File: config.mk
export PLATFORM = sky130hd
export DESIGN_NAME = wdog_supervisor
export DESIGN_NICKNAME = d
export VERILOG_FILES = /design/src/logic/wdog_pkg.sv /design/src/logic/wdog_supervisor.sv /design/src/logic/wdog_divider.sv /design/src/logic/wdog_irq_gate.sv
export VERILOG_INCLUDE_DIRS = /design/src /design/src/logic
export SDC_FILE = /design/constraint.sdc
export NUM_CORES = 1
export LEC_CHECK = 0
export ABC_CLOCK_PERIOD_IN_PS = 3100
export BUFFER_PORTS_ARGS = -buffer_cell sky130_fd_sc_hd__buf_2
export CORE_MARGIN = 4
export CORE_UTILIZATION = 35
export DETAILED_ROUTE_END_ITERATION = 8
export MAX_ROUTING_LAYER = met4
export PLACE_DENSITY = 0.63
export SKIP_CTS_REPAIR_TIMING = 1
export SYNTH_ARGS = -nofsm -noshare
export SYNTH_HDL_FRONTEND = slang
export SYNTH_HIERARCHICAL = 1
export SYNTH_SLANG_ARGS = --single-unit
File: constraint.sdc
create_clock -name mclk_in -period 3.1 [get_ports mclk_in]
set_input_delay 0 -clock mclk_in [delete_from_list [all_inputs] [get_ports mclk_in]]
set_output_delay 0 -clock mclk_in [all_outputs]
set_load 0.01 [all_outputs]
File: src/logic/wdog_map.svh
// register map, field positions and timing counts of the watchdog supervisor
`ifndef WDOG_MAP_SVH
`define WDOG_MAP_SVH
`define WDOG_ADDR_W 4
`define WDOG_CTRL_ADDR 4'h0
`define WDOG_MASK_ADDR 4'h1
`define WDOG_STAT_ADDR 4'h2
`define WDOG_BIT_IRQ_EN 6
`define WDOG_BIT_SEL_HI 5
`define WDOG_BIT_SEL_LO 4
`define WDOG_BIT_IRQ_FLAG 3
`define WDOG_BIT_RST_FLAG 2
`define WDOG_BIT_RST_EN 1
`define WDOG_BIT_KICK 0
`define WDOG_CTRL_RESET 8'h00
`define WDOG_DIV_W 24
`define WDOG_TAP0 14
`define WDOG_TAP_STEP 3
`define WDOG_RST_DELAY 10'h200
`define WDOG_RST_LEN 4'h8
`define WDOG_START_DELAY 2'h2
`define WDOG_IPS_IDLE 2'h3
`define WDOG_EV_TIMEOUT 0
`define WDOG_EV_RESET 1
`define WDOG_EV_W 2
`endif

File: src/logic/wdog_pkg.sv
// types shared by the watchdog supervisor files
`default_nettype none
package wdog_pkg;
  typedef enum logic [3:0] {
    ST_OFF = 4'h1,
    ST_START = 4'h2,
    ST_RUN = 4'h4,
    ST_PEND = 4'h8
  } wd_state_e;
endpackage
`default_nettype wire

File: src/logic/wdog_supervisor.sv
// watchdog timer supervisor: control register, timeout, delayed cpu reset
//
// The register addresses and the address-and-strobe port are this design's own decisions.
`default_nettype none
`include "wdog_map.svh"
module wdog_supervisor (
  // clock and reset
  input wire logic mclk_in,
  input wire logic reset_in,
  // register port
  input wire logic [`WDOG_ADDR_W-1:0] addr_in,
  input wire logic [7:0] wdata_in,
  input wire logic wr_in,
  input wire logic rd_in,
  output logic [7:0] rdata_out,
  // cpu interrupt context
  input wire logic global_irq_en_in,
  input wire logic [1:0] irq_priority_state_in,
  input wire logic prio_higher_in,
  // outputs
  output logic irq_out,
  output logic irq_take_out,
  output logic cpu_reset_out
);
  // ==========================================
  // control register
  // ==========================================
  logic timeout_irq_en_q, timeout_irq_en_d;
  logic [1:0] interval_sel_q, interval_sel_d;
  logic timeout_irq_flag_q, timeout_irq_flag_d;
  logic reset_cause_flag_q, reset_cause_flag_d;
  logic reset_en_q, reset_en_d;
  logic restart_kick_q, restart_kick_d;
  logic [1:0] mask_q, mask_d;
  logic [1:0] stat_q, stat_d;
  logic [7:0] rdata_q, rdata_d;
  logic irq_q, irq_d;

  logic expire;
  logic reset_fire;
  logic wr_ctrl;
  logic enabled;
  logic restart;

  assign wr_ctrl = wr_in && addr_in == `WDOG_CTRL_ADDR;
  assign enabled = timeout_irq_en_q || reset_en_q;

  function automatic logic [7:0] ctrl_word(input logic ie, input logic [1:0] sel, input logic f,
                                           input logic rf, input logic re, input logic k);
    ctrl_word = '0;
    ctrl_word[`WDOG_BIT_IRQ_EN] = ie;
    ctrl_word[`WDOG_BIT_SEL_HI:`WDOG_BIT_SEL_LO] = sel;
    ctrl_word[`WDOG_BIT_IRQ_FLAG] = f;
    ctrl_word[`WDOG_BIT_RST_FLAG] = rf;
    ctrl_word[`WDOG_BIT_RST_EN] = re;
    ctrl_word[`WDOG_BIT_KICK] = k;
  endfunction

  always_comb begin
    timeout_irq_en_d = timeout_irq_en_q;
    interval_sel_d = interval_sel_q;
    timeout_irq_flag_d = timeout_irq_flag_q;
    reset_cause_flag_d = reset_cause_flag_q;
    reset_en_d = reset_en_q;
    restart_kick_d = 1'b0;
    if (wr_ctrl) begin
      timeout_irq_en_d = wdata_in[`WDOG_BIT_IRQ_EN];
      interval_sel_d = wdata_in[`WDOG_BIT_SEL_HI:`WDOG_BIT_SEL_LO];
      // flags written directly; hardware set below still wins
      timeout_irq_flag_d = wdata_in[`WDOG_BIT_IRQ_FLAG];
      reset_cause_flag_d = wdata_in[`WDOG_BIT_RST_FLAG];
      reset_en_d = wdata_in[`WDOG_BIT_RST_EN];
      restart_kick_d = wdata_in[`WDOG_BIT_KICK];
    end
    if (expire) begin
      timeout_irq_flag_d = 1'b1;
    end
    if (reset_fire) begin
      reset_cause_flag_d = 1'b1;
    end
  end

  always_ff @(posedge mclk_in) begin
    if (reset_in) begin
      timeout_irq_en_q <= 1'b0;
      interval_sel_q <= 2'h0;
      timeout_irq_flag_q <= 1'b0;
      reset_cause_flag_q <= 1'b0;
      reset_en_q <= 1'b0;
      restart_kick_q <= 1'b0;
    end else begin
      timeout_irq_en_q <= timeout_irq_en_d;
      interval_sel_q <= interval_sel_d;
      timeout_irq_flag_q <= timeout_irq_flag_d;
      reset_cause_flag_q <= reset_cause_flag_d;
      reset_en_q <= reset_en_d;
      restart_kick_q <= restart_kick_d;
    end
  end

  // ==========================================
  // event status, mask and interrupt line
  // ==========================================
  // status bits are sticky: an event in the clearing cycle survives the clear
  always_comb begin
    mask_d = mask_q;
    stat_d = stat_q;
    if (wr_in && addr_in == `WDOG_MASK_ADDR) begin
      mask_d = wdata_in[`WDOG_EV_W-1:0];
    end
    if (wr_in && addr_in == `WDOG_STAT_ADDR) begin
      stat_d = stat_q & ~wdata_in[`WDOG_EV_W-1:0];
    end
    if (expire) begin
      stat_d[`WDOG_EV_TIMEOUT] = 1'b1;
    end
    if (reset_fire) begin
      stat_d[`WDOG_EV_RESET] = 1'b1;
    end
    irq_d = |(stat_q & mask_q);
  end

  always_ff @(posedge mclk_in) begin
    if (reset_in) begin
      mask_q <= 2'h0;
      stat_q <= 2'h0;
      irq_q <= 1'b0;
    end else begin
      mask_q <= mask_d;
      stat_q <= stat_d;
      irq_q <= irq_d;
    end
  end

  // ==========================================
  // read-back
  // ==========================================
  // data are zero between reads so a stale word is never taken for an answer
  always_comb begin
    rdata_d = '0;
    if (rd_in) begin
      unique case (addr_in)
        `WDOG_CTRL_ADDR: rdata_d = ctrl_word(timeout_irq_en_q, interval_sel_q, timeout_irq_flag_q,
                                             reset_cause_flag_q, reset_en_q, restart_kick_q);
        `WDOG_MASK_ADDR: rdata_d = {6'h00, mask_q};
        `WDOG_STAT_ADDR: rdata_d = {6'h00, stat_q};
        default: rdata_d = '0;
      endcase
    end
  end

  always_ff @(posedge mclk_in) begin
    if (reset_in) begin
      rdata_q <= `WDOG_CTRL_RESET;
    end else begin
      rdata_q <= rdata_d;
    end
  end

  // ==========================================
  // sequencer
  // ==========================================
  wdog_pkg::wd_state_e state_q, state_d;
  logic [1:0] start_q, start_d;
  logic [9:0] pend_q, pend_d;
  logic [3:0] hold_q, hold_d;
  logic cpu_reset_q, cpu_reset_d;
  logic run;

  // setting reset enable restarts only if interrupt enable was clear
  assign restart = restart_kick_q ||
                   (wr_ctrl && wdata_in[`WDOG_BIT_RST_EN] && !reset_en_q && !timeout_irq_en_q);
  assign run = state_q == wdog_pkg::ST_RUN;

  always_comb begin
    state_d = state_q;
    start_d = start_q;
    pend_d = pend_q;
    reset_fire = 1'b0;
    unique case (state_q)
      wdog_pkg::ST_OFF: begin
        pend_d = '0;
        start_d = '0;
        if (enabled) begin
          state_d = wdog_pkg::ST_START;
        end
      end
      wdog_pkg::ST_START: begin
        // enable capture plus this two-clock wait gives three clocks before counting
        start_d = start_q + 2'h1;
        if (start_q == `WDOG_START_DELAY - 2'h1) begin
          state_d = wdog_pkg::ST_RUN;
        end
      end
      wdog_pkg::ST_RUN: begin
        if (expire && reset_en_q) begin
          pend_d = `WDOG_RST_DELAY - 10'h1;
          state_d = wdog_pkg::ST_PEND;
        end
      end
      wdog_pkg::ST_PEND: begin
        pend_d = pend_q - 10'h1;
        if (restart || !reset_en_q) begin
          state_d = wdog_pkg::ST_RUN;
        end else if (pend_q == 10'h0) begin
          reset_fire = 1'b1;
          state_d = wdog_pkg::ST_RUN;
        end
      end
      default: state_d = wdog_pkg::ST_OFF;
    endcase
    if (!enabled) begin
      state_d = wdog_pkg::ST_OFF;
    end
  end

  always_ff @(posedge mclk_in) begin
    if (reset_in) begin
      state_q <= wdog_pkg::ST_OFF;
      start_q <= 2'h0;
      pend_q <= 10'h0;
    end else begin
      state_q <= state_d;
      start_q <= start_d;
      pend_q <= pend_d;
    end
  end

  // ==========================================
  // reset pulse
  // ==========================================
  // the pulse runs out even if the watchdog is disabled meanwhile, so the cpu never sees a stub
  always_comb begin
    hold_d = hold_q;
    cpu_reset_d = 1'b0;
    if (hold_q != 4'h0) begin
      hold_d = hold_q - 4'h1;
      cpu_reset_d = 1'b1;
    end
    if (reset_fire) begin
      hold_d = `WDOG_RST_LEN;
    end
  end

  always_ff @(posedge mclk_in) begin
    if (reset_in) begin
      hold_q <= 4'h0;
      cpu_reset_q <= 1'b0;
    end else begin
      hold_q <= hold_d;
      cpu_reset_q <= cpu_reset_d;
    end
  end

  // ==========================================
  // submodules
  // ==========================================
  // divider only advances in the run and pending states: a stopped chain is the gated clock
  wdog_divider u_div (
    .mclk_in(mclk_in),
    .reset_in(reset_in),
    .run_in(run || state_q == wdog_pkg::ST_PEND),
    .clear_in(restart || !enabled),
    .sel_in(interval_sel_q),
    .expire_out(expire)
  );

  wdog_irq_gate u_gate (
    .mclk_in(mclk_in),
    .reset_in(reset_in),
    .req_in(timeout_irq_flag_q && timeout_irq_en_q),
    .global_irq_en_in(global_irq_en_in),
    .irq_priority_state_in(irq_priority_state_in),
    .prio_higher_in(prio_higher_in),
    .take_out(irq_take_out)
  );

  assign rdata_out = rdata_q;
  assign irq_out = irq_q;
  assign cpu_reset_out = cpu_reset_q;
endmodule
`default_nettype wire

File: src/logic/wdog_divider.sv
// divider chain, cleared while stopped, with a selectable expiry tap
`default_nettype none
`include "wdog_map.svh"
module wdog_divider (
  // clock and reset
  input wire logic mclk_in,
  input wire logic reset_in,
  // control
  input wire logic run_in,
  input wire logic clear_in,
  input wire logic [1:0] sel_in,
  // expiry
  output logic expire_out
);
  logic [`WDOG_DIV_W-1:0] cnt_q, cnt_d;
  logic expire_q, expire_d;

  // tap index for a select code: each step is eight times longer
  function automatic logic [4:0] tap_of(input logic [1:0] s);
    tap_of = 5'(`WDOG_TAP0 + `WDOG_TAP_STEP * s);
  endfunction

  always_comb begin
    cnt_d = cnt_q;
    expire_d = 1'b0;
    if (clear_in || !run_in) begin
      cnt_d = '0;
    end else begin
      cnt_d = cnt_q + 1'b1;
      // all-ones below and at the tap means 2^(tap+1) clocks elapsed
      expire_d = &(cnt_q | ~((`WDOG_DIV_W'(2) << tap_of(sel_in)) - 1'b1));
      if (expire_d) begin
        cnt_d = '0;
      end
    end
  end

  always_ff @(posedge mclk_in) begin
    if (reset_in) begin
      cnt_q <= '0;
      expire_q <= 1'b0;
    end else begin
      cnt_q <= cnt_d;
      expire_q <= expire_d;
    end
  end

  assign expire_out = expire_q;
endmodule
`default_nettype wire

File: src/logic/wdog_irq_gate.sv
// interrupt acceptance gate toward the cpu
`default_nettype none
`include "wdog_map.svh"
module wdog_irq_gate (
  // clock and reset
  input wire logic mclk_in,
  input wire logic reset_in,
  // conditions
  input wire logic req_in,
  input wire logic global_irq_en_in,
  input wire logic [1:0] irq_priority_state_in,
  input wire logic prio_higher_in,
  // result
  output logic take_out
);
  logic take_q, take_d;

  always_comb begin
    take_d = req_in && global_irq_en_in &&
             (irq_priority_state_in == `WDOG_IPS_IDLE || prio_higher_in);
  end

  always_ff @(posedge mclk_in) begin
    if (reset_in) begin
      take_q <= 1'b0;
    end else begin
      take_q <= take_d;
    end
  end

  assign take_out = take_q;
endmodule
`default_nettype wire

==> impl_results.md <==
- Via Count: 2783
- First-pass iteration count of the detailed router: 4
- I/O pins: 31
- Hold Path Cell Cnt: 3
- Min-Delay Path Class: in -> reg
- XOR/XNOR Fraction of Synth Area: 4.68%
- Grt ovf: 0
- Die width: 103 um
- Hold Crit Start: rd_in
- Synthesized area: 3180 um2
- Worst VDD drop: 0.156 mV
- Max-slew violations: 0
- Tot Pwr: 0.00174 W
- Crit path required time: 3.37 ns
- Final hold vios: 0
- Sink Count: 66
- CP Class: reg -> reg
- Vias in the first global route: 2451
- Avg WL per Cell: 13.0 um
- Mux contribution to synthesized area: 1.57%
- Clock power frac: 36.9%
- RSZ-0062 raised after global routing: false
- CTS Buf Count: 9
- Post-route ant nets: 0
- Slew at the pin closest to its max-slew limit: 0.850 ns
- H-tree levels: 3
- Internal Power: 0.00130 W
- Sw Share: 25.1%
- Initial antenna violation count: 0
- Fmax: 372 MHz
- Status: finished clean
- Cells on worst reg2reg path: 5
- Diode count: 0
- Net Sw Power: 0.000437 W
- Power per Cell Area: 471 nW/um2
- Critical Path Start: state_q[2]
- Setup violators final: 0
- Largest family of logic cells by synthesized area: simple AND/OR/NAND/NOR gates
- Gr usage total: 13.5%
- Slew headroom: 43.3%
- Logic pwr share: 11.3%
- Core Region: 8810 um2
- Adder-Cell Fraction of Synth Area: 2.36%
- Clk root buf: clkbuf_8
- Mapped Cells: 373
- Area grow syn2layout: 16.0%
- Fillers: 869
- Library cells used by synthesis: 61
- Worst-Skew Late Latency: 0.34 ns
- Syn_area_per_cell: 8.54 um2
- FF+latch count, synth: 66
- Max FO, Critical Path: 23
- PortBufs: 28
- Layout Nets: 438
- CTS Buffer Depth: 2
- Worst-path clk slew: 0.07 ns
- Die Area: 10700 um2
- Commonest non-fill, non-tap cell in the layout: dfxtp_1
- Simple-gate share of the synthesized area: 30.1%
- Fin crit share: 86.6%
- Seq pwr share: 51.7%
- DP Worst Slack: 0.426 ns
- Largest net degree at the start of global routing: 31
- Async SR Flop Fraction: 0%
- Via density: 5.31
- Leakage power: 1.31 nW
- Final setup margin: 0.415 ns
- Seq/Total Area, Yosys: 41.5%
- Die Ht: 103 um
- Startpoint Class: flop
- Initial drt markers: 199
- Clock Skews: 0.00886 ns
- Post-synth EDFFs: 0
- Post-DP HPWL: 4690 um
- Share of cells above drive strength 1: 16.1%
- Commonest register cell after synthesis: dfxtp_1
- Compound-Gate Fraction of Synth Area: 15.6%
- Final min period: 2.69 ns
- Post-Route WL: 6830 um
- Worst EP arrival: 2.95 ns
- Most frequent cells in the layout: dfxtp_1 (66), nor2_1 (38), a21oi_1 (32)
- Final setup TNS: 0 ns
- Hold WS: 0.0494 ns
- Max cap viols: 0
- Global-route wire length before repair: 10900 um
- Placer Congestion: 0.837
- # DRC: 0
- Starting Density: 36.2%
- FF-to-FF Start: state_q[2]
- Rows: 34
- Setup crit end kind: flop
- CTS tree: done
- Yosys warns: 6
-- synth_stat cells (all sizes together), types with 2 or more instances --
library cell	count	area, um2
or4	5	52.6
nand4b	2	17.5
ha	6	75.1
o31ai	6	45.0
conb	2	7.51
and2	8	50.1
o21ai	15	75.1
a211oi	4	30.0
and3	5	33.8
and4	7	65.1
o21a	3	22.5
a31oi	3	18.8
a21o	2	15.0
nor2	38	143
a22oi	2	15.0
xor2	9	78.8
nor3	11	60.1
a21oi	35	186
inv	16	60.1
nand4	10	68.8
nor4	5	31.3
or3	7	48.8
xnor2	8	70.1
clkbuf	7	26.3
or4b	4	40.0
nor3b	4	35.0
mux2i	5	50.1
or2	3	21.3
nor2b	5	31.3
dfxtp	66	1320
nand3	17	103
buf	7	40.0
nor4b	2	17.5
nand2	31	116
-- sequential cells by signal, summed over array words and instances, names as in the netlist --
name / flops
cpu_reset_out: 1
hold_q: 4
interval_sel_q: 2
irq_out: 1
mask_q: 2
pend_q: 10
rdata_out: 7
reset_cause_flag_q: 1
reset_en_q: 1
restart_kick_q: 1
start_q: 2
stat_q: 2
state_q: 4
timeout_irq_en_q: 1
timeout_irq_flag_q: 1
u_div/cnt_q: 24
u_div/expire_out: 1
u_gate/take_out: 1
-- power by group through the flow --
stage               Sequential, W  Combinational [W]  Clock, W
finish                   0.000900           0.000197  0.000642
global route             0.000903           0.000220  0.000706
CTS                      0.000900           0.000188  0.000660
detailed placement       0.000919           0.000187         0
global placement         0.000917           0.000180         0
floorplan                0.000916           0.000142         0
-- routing by layer --
layer / global-route usage (%) / vias up / share of wire [%]
li1: - / 1424 / -
met1: 15.5 / 1296 / 48
met2: 20.9 / 53 / 46
met3: 4.43 / 10 / 4.5
met4: 6.77 / 0 / 1.7
met5: - / - / 0
-- kinds of logic after synthesis --
family	after synthesis
and+or+nand+nor	167
AOI/OAI and AO/OA	80
DFF	66
buffers and inverters	30
xor gates and xnor gates	17
adders and majority gates	6
muxes	5
other	2
-- critical path, stage by stage, from the launching register on --
cell and delay (ns):
dfxtp_1 0.55, or4b_2 0.70, nand2_1 0.12, or3b_2 0.48, a41o_1 0.52, a21oi_1 0.23
-- final timing paths --
check                     to  slack (ns)
max reg2reg  u_div/cnt_q[17]        0.41
min             rdata_out[0]        0.05
max          u_div/cnt_q[17]        0.41
min reg2reg     rdata_out[2]        0.46
-- cell type report --
cell class	instances	area [um2]	area share (%)
Sequential cell	66	1320	35.8
Multi-Input combinational cell	278	1740	47.1
Timing Repair Buffer	41	265	7.18
Inverter	16	60.1	1.63
Clock buffer	13	159	4.30
Clock inverter	2	12.5	0.339
Tap cell	108	135	3.66
-- metrics by stage --
step,util [%],cells,instance area [um2]
finish,41.9,524,3690
CTS,40.7,513,3580
detailed placement,38.7,498,3410
global placement,38.7,498,3410
global route,41.9,524,3690
floorplan,-,374,3190
No activity file was read; power rests on OpenSTA's default activity.
